### config.mk
export PLATFORM = sky130hd
export DESIGN_NAME = ldc_serial_ctrl
export DESIGN_NICKNAME = d
export VERILOG_FILES = /design/src/core/ldc_pkg.sv /design/src/core/ldc_serial_ctrl.sv /design/src/core/ldc_key_scan.sv
export SDC_FILE = /design/constraint.sdc
export NUM_CORES = 1
export LEC_CHECK = 0
export ABC_AREA = 1
export BUFFER_PORTS_ARGS = -buffer_cell sky130_fd_sc_hd__buf_2
export CORE_MARGIN = 2
export CORE_UTILIZATION = 55
export DETAILED_ROUTE_END_ITERATION = 10
export GPL_ROUTABILITY_DRIVEN = 0
export PLACE_DENSITY = 0.83
export SYNTH_ARGS = -nofsm -noshare
export SYNTH_HDL_FRONTEND = slang
export SYNTH_SLANG_ARGS = --single-unit
### constraint.sdc
create_clock -name mclk -period 2 [get_ports mclk]
set_input_delay 0.2 -clock mclk [delete_from_list [all_inputs] [get_ports mclk]]
set_output_delay 0.2 -clock mclk [all_outputs]
set_load 0.03 [all_outputs]
### src/core/ldc_pkg.sv
// Constants shared by the LED display serial command controller
// Contract
// RULE1 - At power-up the pulse width is one sixteenth, the display is off and key scanning runs.
// RULE2 - One key-scan cycle spans exactly two display frames and samples the key returns in it.
// RULE3 - Scanned key results are stored in key data memory for a later read command.
// RULE4 - The host waits at least one microsecond after the eighth clock before the first read clock.
// RULE5 - An incrementing update is mode, data, address, display bytes, control; address advances.
// RULE6 - The host sends no more than fourteen display bytes in one incrementing burst.
// RULE7 - A fixed-address update writes its single byte to the addressed location only.
// RULE8 - The host should clear all display memory during initial setup.
// RULE9 - Display control byte 80h turns the display off.
// RULE10 - The first byte after the strobe falls is a command, bits b0 to b7.
// RULE11 - Strobe rising mid-transfer resets the serial logic and discards the partial byte.
// RULE12 - Only addresses 00h to 0Dh are valid; data is ignored after an invalid address is set.
// RULE13 - Input is sampled on the rising shift-clock edge and output changes on the falling edge.
// RULE14 - While the strobe is high shift-clock activity is ignored and the output is released.
package ldc_pkg;
  localparam int          LDC_MEM_DEPTH     = 14;
  localparam logic [3:0]  LDC_ADDR_MAX      = 4'hD;
  localparam logic [2:0]  LDC_PW_RESET      = 3'h0;
  localparam logic [1:0]  LDC_MODE_RESET    = 2'h3;
  localparam logic [1:0]  LDC_CMD_MODE      = 2'h0;
  localparam logic [1:0]  LDC_CMD_DATA      = 2'h1;
  localparam logic [1:0]  LDC_CMD_CTRL      = 2'h2;
  localparam logic [1:0]  LDC_CMD_ADDR      = 2'h3;
  localparam logic [1:0]  LDC_DS_WRITE      = 2'h0;
  localparam logic [1:0]  LDC_DS_READ       = 2'h2;
  localparam int          LDC_KEY_BYTES     = 3;
  localparam int          LDC_KEY_SOURCES   = 10;
  localparam int          LDC_FRAMES_PER_SCAN = 2;
  localparam int          LDC_CLK_MHZ       = 125;
  localparam int          LDC_FRAME_NS      = 16000;
  localparam int          LDC_FRAME_CYC     = LDC_FRAME_NS * LDC_CLK_MHZ / 1000;
  localparam int          LDC_SLOT_CYC      = LDC_FRAME_CYC / LDC_KEY_SOURCES;
  localparam int          LDC_TWAIT_NS      = 1000;
  localparam int          LDC_TWAIT_CYC     = (LDC_TWAIT_NS * LDC_CLK_MHZ + 999) / 1000;
endpackage

### src/core/ldc_serial_ctrl.sv
// Serial command interpreter and display memory for the LED display controller
`timescale 1ns/1ps
module ldc_serial_ctrl
  import ldc_pkg::*;
#(
  parameter int FRAME_CYC = LDC_FRAME_CYC
) (
  input  wire logic        mclk,
  input  wire logic        rst_b,
  input  wire logic        serialSelectStrobe,
  input  wire logic        shiftClk,
  input  wire logic        dataIn,
  output logic             dataOut,
  output logic             dataOutEn_b,
  input  wire logic [1:0]  keyReturnInputs,
  output logic      [9:0]  keySourceLine,
  output logic      [1:0]  displayMode,
  output logic             displayOn,
  output logic      [2:0]  pulseWidth,
  output logic      [3:0]  memAddr,
  output logic      [7:0]  memRdData,
  input  wire logic [3:0]  memRdAddr,
  output logic             scanDone
);
  import ldc_pkg::*;

  typedef enum logic [2:0] {
    LDC_IDLE = 3'b001,
    LDC_RECV = 3'b010,
    LDC_SEND = 3'b100
  } ldc_state_e;

  ldc_state_e  stateReg;
  logic [2:0]  stbSyncReg;
  logic [2:0]  clkSyncReg;
  logic [1:0]  dinSyncReg;
  logic [7:0]  shiftReg;
  logic [2:0]  bitCntReg;
  logic        firstByteReg;
  logic        autoIncReg;
  logic        readModeReg;
  logic [7:0]  mem [LDC_MEM_DEPTH];
  logic [23:0] keyData;
  logic [4:0]  rdBitReg;
  logic        outBitReg;
  logic        stbHigh;
  logic        clkRise;
  logic        clkFall;
  logic        byteDone;
  logic [7:0]  rxByte;

  // Third stage is only an edge history
  always_ff @(posedge mclk) begin
    stbSyncReg <= {stbSyncReg[1:0], serialSelectStrobe};
    clkSyncReg <= {clkSyncReg[1:0], shiftClk};
    dinSyncReg <= {dinSyncReg[0], dataIn};
  end

  assign stbHigh  = stbSyncReg[1];
  assign clkRise  = !stbHigh && clkSyncReg[1] && !clkSyncReg[2]; // RULE14
  assign clkFall  = !stbHigh && !clkSyncReg[1] && clkSyncReg[2];
  assign rxByte   = {dinSyncReg[1], shiftReg[7:1]};
  assign byteDone = clkRise && stateReg == LDC_RECV && bitCntReg == 3'h7;

  // LSB first shift on rising edge
  always_ff @(posedge mclk) begin
    if (!rst_b || stbHigh) begin // RULE11
      stateReg     <= LDC_IDLE;
      bitCntReg    <= '0;
      shiftReg     <= '0;
      firstByteReg <= 1'b1;
    end else begin
      case (stateReg)
        LDC_IDLE: begin
          stateReg <= LDC_RECV;
        end
        LDC_RECV: begin
          if (clkRise) begin // RULE13
            shiftReg  <= rxByte;
            bitCntReg <= bitCntReg + 3'h1;
            if (bitCntReg == 3'h7) begin
              firstByteReg <= 1'b0; // RULE10
              if (firstByteReg && rxByte[7:6] == LDC_CMD_DATA && rxByte[1:0] == LDC_DS_READ) begin
                stateReg <= LDC_SEND;
              end
            end
          end
        end
        LDC_SEND: begin
          stateReg <= LDC_SEND;
        end
        default: stateReg <= LDC_IDLE;
      endcase
    end
  end

  // Command decode on the first byte of each strobe frame
  always_ff @(posedge mclk) begin
    if (!rst_b) begin
      displayMode <= LDC_MODE_RESET;
      displayOn   <= 1'b0; // RULE1
      pulseWidth  <= LDC_PW_RESET; // RULE1
      autoIncReg  <= 1'b1;
      readModeReg <= 1'b0;
      memAddr     <= '0;
    end else if (byteDone) begin
      if (firstByteReg) begin // RULE10
        case (rxByte[7:6])
          LDC_CMD_MODE: displayMode <= rxByte[1:0];
          LDC_CMD_DATA: begin
            readModeReg <= rxByte[1];
            autoIncReg  <= !rxByte[2];
          end
          LDC_CMD_CTRL: begin
            displayOn  <= rxByte[3]; // RULE9
            pulseWidth <= rxByte[2:0];
          end
          default: memAddr <= rxByte[3:0];
        endcase
      end else if (!readModeReg && memAddr <= LDC_ADDR_MAX && autoIncReg) begin // RULE12
        memAddr <= memAddr + 4'h1; // RULE5
      end
    end
  end

  // Writes land only inside the valid range
  always_ff @(posedge mclk) begin
    if (byteDone && !firstByteReg && !readModeReg && memAddr <= LDC_ADDR_MAX) begin // RULE12
      mem[memAddr] <= rxByte; // RULE7
    end
  end

  always_ff @(posedge mclk) begin
    if (!rst_b) begin
      memRdData <= '0;
    end else if (memRdAddr <= LDC_ADDR_MAX) begin
      memRdData <= mem[memRdAddr];
    end else begin
      memRdData <= '0;
    end
  end

  // Read data shifts out on falling edges, LSB first
  always_ff @(posedge mclk) begin
    if (!rst_b || stbHigh) begin
      rdBitReg  <= '0;
      outBitReg <= 1'b1; // RULE14
    end else if (stateReg == LDC_SEND && clkFall) begin // RULE13
      outBitReg <= keyData[rdBitReg];
      rdBitReg  <= (rdBitReg == 5'h17) ? 5'h00 : rdBitReg + 5'h01;
    end
  end

  assign dataOut     = 1'b0;
  assign dataOutEn_b = !(stateReg == LDC_SEND && !outBitReg);

  ldc_key_scan #(
    .FRAME_CYC(FRAME_CYC)
  ) uScan (
    .mclk            (mclk),
    .rst_b           (rst_b),
    .keyReturnInputs (keyReturnInputs),
    .keySourceLine   (keySourceLine),
    .keyData         (keyData),
    .scanDone        (scanDone)
  );
endmodule // ldc_serial_ctrl

### src/core/ldc_key_scan.sv
// Key source sequencer and key data store
`timescale 1ns/1ps
module ldc_key_scan
  import ldc_pkg::*;
#(
  parameter int FRAME_CYC = LDC_FRAME_CYC
) (
  input  wire logic        mclk,
  input  wire logic        rst_b,
  input  wire logic [1:0]  keyReturnInputs,
  output logic      [9:0]  keySourceLine,
  output logic      [23:0] keyData,
  output logic             scanDone
);
  localparam int SLOT = FRAME_CYC / LDC_KEY_SOURCES;
  localparam int SW   = $clog2(SLOT + 1);

  logic [1:0]    kSync1Reg;
  logic [1:0]    kSync2Reg;
  logic [SW-1:0] slotCntReg;
  logic [3:0]    srcReg;
  logic          frameReg;
  logic [19:0]   hitReg;

  always_ff @(posedge mclk) begin
    kSync1Reg <= keyReturnInputs;
    kSync2Reg <= kSync1Reg;
  end

  // Two frames of ten slots make one scan cycle
  always_ff @(posedge mclk) begin
    scanDone <= 1'b0;
    if (!rst_b) begin
      slotCntReg <= '0;
      srcReg     <= '0;
      frameReg   <= 1'b0;
    end else if (slotCntReg == SW'(SLOT - 1)) begin
      slotCntReg <= '0;
      if (srcReg == 4'(LDC_KEY_SOURCES - 1)) begin
        srcReg   <= '0;
        frameReg <= ~frameReg;
        scanDone <= frameReg; // RULE2
      end else begin
        srcReg <= srcReg + 4'h1;
      end
    end else begin
      slotCntReg <= slotCntReg + SW'(1);
    end
  end

  // Sample returns late in the slot, second frame only; scanning starts at reset
  always_ff @(posedge mclk) begin
    if (!rst_b) begin
      hitReg  <= '0;
      keyData <= '0;
    end else begin
      if (frameReg && slotCntReg == SW'(SLOT - 2)) begin // RULE2
        hitReg[2*srcReg +: 2] <= kSync2Reg;
      end
      if (frameReg && srcReg == 4'(LDC_KEY_SOURCES - 1) && slotCntReg == SW'(SLOT - 1)) begin
        for (int i = 0; i < 5; i++) begin // RULE3
          keyData[8*(i/2) + 4*(i%2) +: 2] <= hitReg[4*i +: 2];
          keyData[8*(i/2) + 4*(i%2) + 2 +: 2] <= hitReg[4*i+2 +: 2];
        end
      end
    end
  end

  assign keySourceLine = rst_b ? (10'h001 << srcReg) : 10'h000;
endmodule // ldc_key_scan

## After elaboration in Yosys (flattened, before gate mapping)

Memories as Yosys holds them, arrays and structs flattened. A register that Yosys moved wholly into a read port is not among the register bits.
Index checks and enable logic that the tools add are counted.

- Register bits after elaboration: 98
- RAM bits: 112
- Memories kept: 1

- Add/sub/neg operators: 6
- Order comparisons: 3
- Equal/unequal tests: 15
- Shift operators: 3
- Mux-type cells: 15
- Bitwise logic cells: 2
- Reduce and logical (&&, ||, !) cells: 43

Memories:

| memory | words | width | rd ports | clocked after Yosys merged registers in | wr ports | line | RTL |
|---|---|---|---|---|---|---|---|
| mem | 14 | 8 | 1 | 1 | 1 | ldc_serial_ctrl.sv:42 | `logic [7:0] mem [LDC_MEM_DEPTH];` |

Operators with widths:

| cell | number |
|---|---|
| negator 5 -> 34 bit | 1 |
| variable shift 2 x 34 -> 20 bit, first input constant | 1 |
| indexed part select 2 x 34 -> 20 bit | 1 |
| AND reduction 3 bit | 7 |
| bitwise mux 20 bit | 1 |
| logical AND 1 bit | 18 |
| equality test 8 bit, second input constant | 2 |
| 2-to-1 mux 4 bit | 4 |
| logical NOT 1 bit | 10 |
| 2-to-1 mux 10 bit | 1 |
| << shifter 1 x 4 -> 10 bit, first input constant | 1 |
| 2-to-1 mux 3 bit | 3 |
| one-hot mux 3 bit (3 select lines) | 1 |
| adder 4 x 1 -> 4 bit, second input constant | 2 |
| adder 8 x 1 -> 8 bit, second input constant | 1 |
| <= comparator 4 bit, second input constant | 2 |
| equality test 3 bit, second input constant | 2 |
| < comparator 5 x 6 -> 1 bit, second input constant | 1 |
| AND reduction 2 bit | 3 |
| adder 5 x 1 -> 5 bit, second input constant | 1 |
| binary-select mux 1 bit (select 5 bit) | 1 |
| equality test 5 bit, second input constant | 1 |
| 2-to-1 mux 5 bit | 1 |
| equality test 2 bit, second input constant | 2 |
| 14 further kinds | 19 |

## Logic depth before layout (Yosys ltp)

Gate-level depths: netlist (run 1).

- Word-level depth: 10
- Depth in mapped cells: 11

## Modules after synthesis

From an unflattened synthesis (run 1), not the netlist that was laid out.

- Cell total of the unflattened synthesis: 997
- Area, all modules: 9262.6 um^2

Modules (own cells, without submodules):

| module | times used | cells each | area an instance (um^2) | sequential area each (um^2) |
|---|---|---|---|---|
| ldc_serial_ctrl | 1 | 616 | 6571.3 | 4304.1 |
| ldc_key_scan | 1 | 381 | 2691.3 | 1161.1 |

## Worst setup path after synthesis (run 1)

No wires, ideal clock.

- Path type: reg-to-reg
- From: register memAddr[0]
- To: memory mem[0][0], enable pin
- Setup time: 370 ps
- Arrival time: 1740 ps
- Path slack: -110 ps
- Cell stages (with the launch flop): 7
- Clock period less this slack: 2110 ps
- Cell sequence: dfxtp_1 ha_1 or2_2 o21ai_0 nor3_2 nand2_1 nor2_1

- Longest elaborated chain between the ends: 4

Ends and longest elaborated chain:

| item | line | RTL |
|---|---|---|
| start, declared | ldc_serial_ctrl.sv:20 | `output logic [3:0] memAddr,` |
| start signal, assigned | ldc_serial_ctrl.sv:118 | `default: memAddr <= rxByte[3:0];` |
| start signal, assigned | ldc_serial_ctrl.sv:121 | `memAddr <= memAddr + 4'h1;` |
| <= comparator 4 bit | ldc_serial_ctrl.sv:128 | `if (byteDone && !firstByteReg && !readModeReg && memAddr <= LDC_ADDR_MAX) begin` |
| logical AND 1 bit | ldc_serial_ctrl.sv:128 |  |
| 2-to-1 mux 1 bit | ldc_serial_ctrl.sv:128 |  |
| 2-to-1 mux 1 bit (implied by the code) | ldc_serial_ctrl.sv:129 | `mem[memAddr] <= rxByte;` |
| end, declared | ldc_serial_ctrl.sv:42 |  |

Parallel ways exist; a longest one is shown, timed or not.

## Worst setup path after layout (run 1)

- From: register bitCntReg[1]
- To: memory mem[8][2], enable pin

- Longest elaborated chain between the ends: 7

Ends and longest elaborated chain:

| item | line | RTL |
|---|---|---|
| start, declared | ldc_serial_ctrl.sv:38 | `logic [2:0] bitCntReg;` |
| start signal, assigned | ldc_serial_ctrl.sv:80 | `bitCntReg <= bitCntReg + 3'h1;` |
| equality test 3 bit | ldc_serial_ctrl.sv:63 | `assign byteDone = clkRise && stateReg == LDC_RECV && bitCntReg == 3'h7;` |
| logical AND 1 bit | ldc_serial_ctrl.sv:63 |  |
| logical AND 1 bit (3 in series) | ldc_serial_ctrl.sv:128 |  |
| 2-to-1 mux 1 bit | ldc_serial_ctrl.sv:128 |  |
| 2-to-1 mux 1 bit (implied by the code) | ldc_serial_ctrl.sv:129 |  |

Every way passes these cells.

==> metrics.md, run 1 <==
| Metric | Value |
|---|---|
| Final Hold Fails | `0` |
| Status | `completed` |
| Root Driver | `clkbuf_16` |
| Fillers | `approximately 1.2k` |
| Initial DRC Count | `536` |
| Synth area leader | `edfxtp_1` |
| Minimum clock period | `approximately 1.9 ns` |
| Crit start category | `flop` |
| N_diodes | `0` |
| Drt pass-1 iters | `5` |
| Die Span X | `130.9 um` |
| Syn Inst Count | `roughly 910` |
| FP Rows | `46` |
| Fin. max-slew vios | `0` |
| Netlist Area Pre-Place | `8853 um^2` |
| Boundary Pins | `42` |
| Static Leak | `roughly 4.2 nW` |
| EDFF count, synth | `around 110` |
| CP Capture Type | `flop` |
| Via density | `roughly 5.5` |
| Vias in the first global route | `approximately 6.6k` |
| Initial antenna violation count | `0` |
| Dominant synthesized flop cell | `edfxtp_1` |
| Sequential share of the synthesized area | `around three fifths` |
| WL final | `a little under 20 mm` |
| Remaining antenna violation count after routing | `0` |
| Reg clk slew, reported paths | `0.06 ns` |
| Largest net degree at the start of global routing | `35` |
| Nets | `between 1k and 1.5k` |
| Core Footprint | `~16,000 um^2` |
| GRT Residual Overflow | `0` |
| HPWL after DPL | `13.42 mm` |
| CTS Buf Count | `23` |
| Top post-synthesis cells by area | `edfxtp_1 38%, dfxtp_1 24%, nand2_1 5.6%` |
| Pre-CTS setup slack | `-0.2689 ns` |
| Die Y | `130.9 um` |
| Min-Delay Path Class | `input pin to flop` |
| Synth Net Count | `approximately 950` |
| Average wire per standard cell | `approximately 16 um` |
| Remaining DRCs | `0` |
| CP startpoint | `bitCntReg[1]` |
| Synth Warn # | `0` |
| VDD IR max | `about 0.81 mV` |
| Hold_sp | `memRdAddr[3]` |
| Crit-path max FO | `8` |
| Asr flop ratio synth | `0%` |
| Worst Path Arrival | `2.11 ns` |
| Post-synth top area share | `between 30% and 40%` |
| Crit share post-route | `96.46%` |
| Number of I/O port buffers | `40` |
| First-pass GRT wire length | `approximately 32 mm` |
| Worst skew pair latency | `around 0.50 ns` |
| Final Util | `65.88%` |
| CTS tree | `built` |
| Post-synth cell types | `42` |
| Setup-failing EPs final | `0` |
| Setup_tns | `0 ns` |
| Final Skew | `~0.012 ns` |
| Final worst slack | `between 0.07 and 0.08 ns` |
| Most common cell in the netlist | `nand2_1` |
| Share of layout cells above drive strength 1 | `roughly 17%` |
| Post-synthesis sequential element count | `around 220` |
| Least-Margin Pin Slew | `~0.68 ns` |
| Syn-to-layout area delta | `17.78%` |
| WP data required | `2.18 ns` |
| Htree depth | `1` |
| Rel. slew slack | `between 50% and 60%` |
| Starting Density | `between 50% and 60%` |
| Gr usage total | `23.96%` |
| CP Class | `flop to flop` |
| Avg Inst Size Synth | `9.687 um^2` |
| Reg-to-Reg Start | `bitCntReg[1]` |
| FMAX | `518.4 MHz` |
| Pwr per Cell Area | `about 840 nW/um^2` |
| TritonCTS Sinks | `about 220` |
| MaxCap Viol Count | `0` |
| DR vias | `roughly 6.8k` |
| Die area | `~17,000 um^2` |
| CTS Buffer Depth | `3` |
| Synth top cells by count | `132 x nand2_1, 123 x nor2_1, 112 x edfxtp_1, 105 x dfxtp_1` |
[flip-flops by register name, summed over array words and instances, names as in the netlist, 3 cells and up]
register	cells
mem	112
rdBitReg	5
clkSyncReg	3
uScan.srcReg	4
bitCntReg	3
pulseWidth	3
shiftReg	7
uScan.keyData	20
uScan.slotCntReg	8
stateReg	3
memAddr	4
uScan.hitReg	20
memRdData	8
[what timing repair did]
action	4_1_cts	5_1_grt
endpoints found under the setup margin	112	129
endpoints found under the hold margin	5	0
buffers inserted	0	1
gates resized for setup	15	27
hold buffers	5	0
pin swaps	0	3
[power by group]
part | internal [W] | leakage, nW | switching [W]
Sequential | 0.00467 | 2.08 | 0.0000153
Clock | 0.00216 | 0.326 | 0.00164
Combinational | 0.000106 | 1.76 | 0.000219
[cell usage in the layout (no fill, tap or decap), drive strengths merged, types with 4 or more instances in the layout]
cell type,n
o22ai,10
nor2,129
ha,20
or2,4
nand3,49
o21ai,99
nor3b,4
clkinv,10
a21oi,57
buf,88
dlygate4sd3,5
a31oi,9
edfxtp,112
nor3,19
dfxtp,105
clkbuf,29
inv,99
nand4,5
a22oi,13
nand2,133
[metal layers]
layer / routed length, um / GRT usage (%) / vias up / part of all wire (%)
li1: - / - / 3288 / -
met1: 7656 / 28.90 / 3138 / 38
met2: 10050 / 42.46 / 286 / 51
met3: 1304 / 3.420 / 72 / 6.6
met4: 876 / 11.39 / 0 / 4.4
met5: 0 / 0 / - / 0
[per-stage QoR]
step | hold WS, ns | cells | instance area (um^2) | total power [W]
detailed placement | 0.3045 | 1187 | 9548 | 0.005095
global placement | 0.3032 | 1187 | 9548 | 0.005086
global route | 0.06741 | 1234 | 10430 | 0.009082
CTS | 0.03994 | 1233 | 10320 | 0.008869
floorplan | 0.2277 | 914 | 8860 | 0.004988
finish | 0.06110 | 1234 | 10430 | 0.008806
[kinds of logic (layout without fill, tap and decap cells)]
group / Yosys count / after routing / synth area share, %
compound gates: 197 / 197 / 12.13
xor+xnor: 4 / 4 / 0.3958
fa+ha+maj: 20 / 20 / 2.826
buf+inv: 130 / 234 / 5.907
flops: 217 / 217 / 61.73
other cells: 1 / 1 / 0.04236
simple gates: 345 / 345 / 16.97
[critical path: stages (launching register included)]
cell and delay, ns:
dfxtp_1 0.33, ha_1 0.14, ha_1 0.18, nand2_2 0.12
nor3_4 0.29, nand2_2 0.26, nor2_4 0.30
[worst paths after layout]
check	to	slack, ns	cells after the start
worst max-delay path	mem[8][2]	0.07	6
worst min-delay path	memRdData[0]	0.06	3
worst max register to register	mem[8][2]	0.07	6
worst min register to register	dinSyncReg[1]	0.33	0
[final cells by class]
class                   instances  area (um^2)  share of cell area (%)
inverters                     100        375.4                   3.600
repair buffers                 93        625.6                   6.000
flip-flops and latches        217         5468                   52.44
multi-input cells             567         3009                   28.86
well taps                     216        270.3                   2.592
clock buffers                  29        608.1                   5.832
clock inverters                12        71.32                  0.6839
Note: power is estimated with default switching activity, not from simulation.
==> run 2: changes to the inputs <==
--- a/config.mk
+++ b/config.mk
@@ -7,11 +7,13 @@
 export LEC_CHECK = 0
 export ABC_AREA = 1
 export BUFFER_PORTS_ARGS = -buffer_cell sky130_fd_sc_hd__buf_2
+export CELL_PAD_IN_SITES_DETAIL_PLACEMENT = 0
+export CELL_PAD_IN_SITES_GLOBAL_PLACEMENT = 2
 export CORE_MARGIN = 2
-export CORE_UTILIZATION = 55
+export CORE_UTILIZATION = 35
+export CTS_BUF_LIST = sky130_fd_sc_hd__clkbuf_16
 export DETAILED_ROUTE_END_ITERATION = 10
-export GPL_ROUTABILITY_DRIVEN = 0
-export PLACE_DENSITY = 0.83
+export PLACE_DENSITY = 0.82
 export SYNTH_ARGS = -nofsm -noshare
 export SYNTH_HDL_FRONTEND = slang
 export SYNTH_SLANG_ARGS = --single-unit
==> metrics.md, run 2 (synthesized netlist as in run 1, its figures left out) <==
| Metric | Value |
|---|---|
| Die Span X | `163.0 um (was 130.9 um)` |
| Gr usage total | `16.10% (was 23.96%)` |
| Placed Area | `9676 um^2 (was 9548 um^2)` |
| Root Driver | `clkbuf_16 (unchanged)` |
| CTS tree | `built (unchanged)` |
| WL final | `21.12 mm (was 19.89 mm)` |
| RD Place Congestion | `between 0.8 and 0.9` |
| Core Footprint | `25,040 um^2 (was 15,830 um^2)` |
| CTS Buffer Depth | `3 (unchanged)` |
| Largest net degree at the start of global routing | `35 (unchanged)` |
| Status | `completed (unchanged)` |
| Minimum clock period | `1.895 ns (was 1.929 ns)` |
| Int Power | `0.007565 W (was 0.006937 W)` |
| Drt pass-1 iters | `5 (unchanged)` |
| Die Y | `163.0 um (was 130.9 um)` |
| Initial antenna violation count | `0 (unchanged)` |
| Reg clk slew, reported paths | `0.06 ns (about the same)` |
| Boundary Pins | `42 (unchanged)` |
| Least-Margin Pin Slew | `0.6357 ns (was 0.6777 ns)` |
| Fin. max-slew vios | `0 (unchanged)` |
| MaxCap Viol Count | `0 (unchanged)` |
| Largest regs | `mem: 112 flops, uScan.hitReg: 20 flops, uScan.keyData: 20 flops (unchanged)` |
| Worst Path Arrival | `1.69 ns (was 2.11 ns)` |
| VDD IR max | `0.7349 mV (was 0.8128 mV)` |
| GRT Residual Overflow | `0 (unchanged)` |
| Switching Fraction | `20.82% (was 21.23%)` |
| FMAX | `527.7 MHz (was 518.4 MHz)` |
| Starting Density | `35.36% (was 55.94%)` |
| Unrepaired setup endpoints after global routing | `true` |
| TritonCTS Sinks | `217 (unchanged)` |
| Pwr per Cell Area | `889.9 nW/um^2 (was 844.5 nW/um^2)` |
| Crit path cell chain | `buf_4, ha_1, buf_4, nand2_1, nor3_2, buf_4 (was ha_1, ha_1, nand2_2, nor3_4, nand2_2, nor2_4)` |
| Share of layout cells above drive strength 1 | `17.11% (was 16.60%)` |
| Buf/Inv on CP | `3 (was 0)` |
| Static Leak | `4.257 nW (was 4.169 nW)` |
| Cell family with most CP delay | `buffers and inverters (was simple AND/OR/NAND/NOR gates)` |
| HPWL after DPL | `14.59 mm (was 13.42 mm)` |
| WP data required | `1.80 ns (was 2.18 ns)` |
| Post-route cell area | `10,740 um^2 (was 10,430 um^2)` |
| FP Rows | `58 (was 46)` |
| Vias in the first global route | `6,350 (was 6,642)` |
| Area of the multi-input gates | `3007 um^2 (was 3009 um^2)` |
| CP Class | `flop to primary output (was flop to flop)` |
| Setup-failing EPs final | `0 (unchanged)` |
| DR vias | `6,426 (was 6,784)` |
| Top reg by flops | `mem (unchanged)` |
| FF/Latch Area | `5466 um^2 (was 5468 um^2)` |
| Crit share post-route | `94.75% (was 96.46%)` |
| Comb power frac | `3.4% (was 3.7%)` |
| Final Hold Fails | `0 (unchanged)` |
| First-pass GRT wire length | `33.63 mm (was 32.00 mm)` |
| Final Skew | `0.01367 ns (was 0.01234 ns)` |
| Commonest non-fill, non-tap cell in the layout | `nand2_1 (unchanged)` |
| Remaining DRCs | `0 (unchanged)` |
| Slowest-stage cell, CP | `dfxtp_2 (was dfxtp_1)` |
| Remaining antenna violation count after routing | `0 (unchanged)` |
| Number of flip-flops in the largest register | `112 (unchanged)` |
| Rel. slew slack | `57.56% (was 54.76%)` |
| Syn-to-layout area delta | `21.27% (was 17.78%)` |
| Switching pwr | `0.001989 W (was 0.001869 W)` |
| N_diodes | `0 (unchanged)` |
| Seq pwr share | `49.0% (was 53.2%)` |
| Max incr delay on CP | `0.32 ns (was 0.33 ns)` |
| Die area | `26,580 um^2 (was 17,130 um^2)` |
| Most frequent CP cell | `buf_4` |
| Crit-path max FO | `8 (unchanged)` |
| Initial DRC Count | `345 (was 536)` |
| Setup_tns | `0 ns (unchanged)` |
| Commonest cells after routing, fill and taps aside | `128 x nand2_1, 112 x edfxtp_1, 107 x nor2_1, 104 x dfxtp_1, 97 x inv_1 (was 128 x nand2_1, 112 x edfxtp_1, 106 x nor2_1, 103 x dfxtp_1, 96 x inv_1)` |
| Htree depth | `1 (unchanged)` |
| Crit start category | `flop (unchanged)` |
| CP Capture Type | `primary output (was flop)` |
| Clock power share | `47.6% (was 43.1%)` |
| Via density | `4.749 (was 5.498)` |
| Nets | `1,035 (was 1,033)` |
| Min-Delay Path Class | `input pin to flop (unchanged)` |
| Fillers | `2,434 (was 1,159)` |
| Worst skew pair latency | `0.51 ns (was 0.50 ns)` |
| Number of I/O port buffers | `40 (unchanged)` |
| CTS Buf Count | `25 (was 23)` |
| Average wire per standard cell | `15.61 um (was 16.12 um)` |
[run 2: layout make-up]
type	count	share of cell area, %
Multi-Input combinational cell	567	28.00
Clock inverter	21	1.923
Timing Repair Buffer	93	5.990
Sequential cell	217	50.92
Tap cell	330	3.846
Clock buffer	25	5.827
Inverter	100	3.496
[run 2: timing repair]
item	4_1_cts	5_1_grt
hold endpoints to repair	5	0
buffers inserted	1	2
pin swaps	1	3
hold buffers	5	0
setup endpoints to repair	112	111
gates cloned	0	0
gates resized for setup	24	20
[run 2: power by group through the flow]
| stage | clock network, W | registers [W] | logic, W |
|---|---|---|---|
| 3_5_place_dp | 0 | 0.00478 | 0.000315 |
| 3_3_place_gp | 0 | 0.00478 | 0.000316 |
| 6_report | 0.00455 | 0.00469 | 0.000321 |
| 2_1_floorplan | 0 | 0.00480 | 0.000185 |
| 4_1_cts | 0.00465 | 0.00469 | 0.000324 |
| 5_1_grt | 0.00483 | 0.00469 | 0.000361 |
[run 2: worst paths after layout]
kind	endpoint	from	cells past startpoint	slack, ns
worst max-delay path	keySourceLine[5]	uScan.srcReg[0]	6	0.11
worst min-delay path	memRdData[0]	memRdAddr[3]	3	0.06
worst max register to register	mem[2][6]	memAddr[0]	9	0.11
worst min register to register	uScan.kSync2Reg[1]	uScan.kSync1Reg[1]	0	0.32
[run 2: worst reg2reg max path: stages (launching register included)]
cell and delay [ns]:
dfxtp_1 0.35, inv_1 0.07, ha_1 0.19, or2_2 0.28
o21ai_2 0.15, nor3_2 0.06, buf_4 0.16, nand2_2 0.16
nor2_4 0.07, buf_12 0.16
[run 2: stage by stage]
stage,power [W],utilization [%],hold WS (ns),cells,worst slack (ns)
CTS,0.009661,42.52,0.03039,1351,-0.01812
finish,0.009554,42.88,0.05788,1353,0.1050
detailed placement,0.005097,38.65,0.3044,1299,-0.2460
global placement,0.005097,38.65,0.3036,1299,-0.1369
global route,0.009880,42.88,0.06530,1353,-0.0009726
floorplan,0.004988,-,0.2277,914,-0.1104
[run 2: per-layer routing]
metal	wire [um]	part of all wire [%]	vias to the layer above	track usage, %
met2	10560	50	111	29.53
met5	0	0	-	0
met1	9412	45	3011	20.06
li1	-	-	3278	-
met4	369	1.7	0	3.379
met3	779	3.7	26	2.412
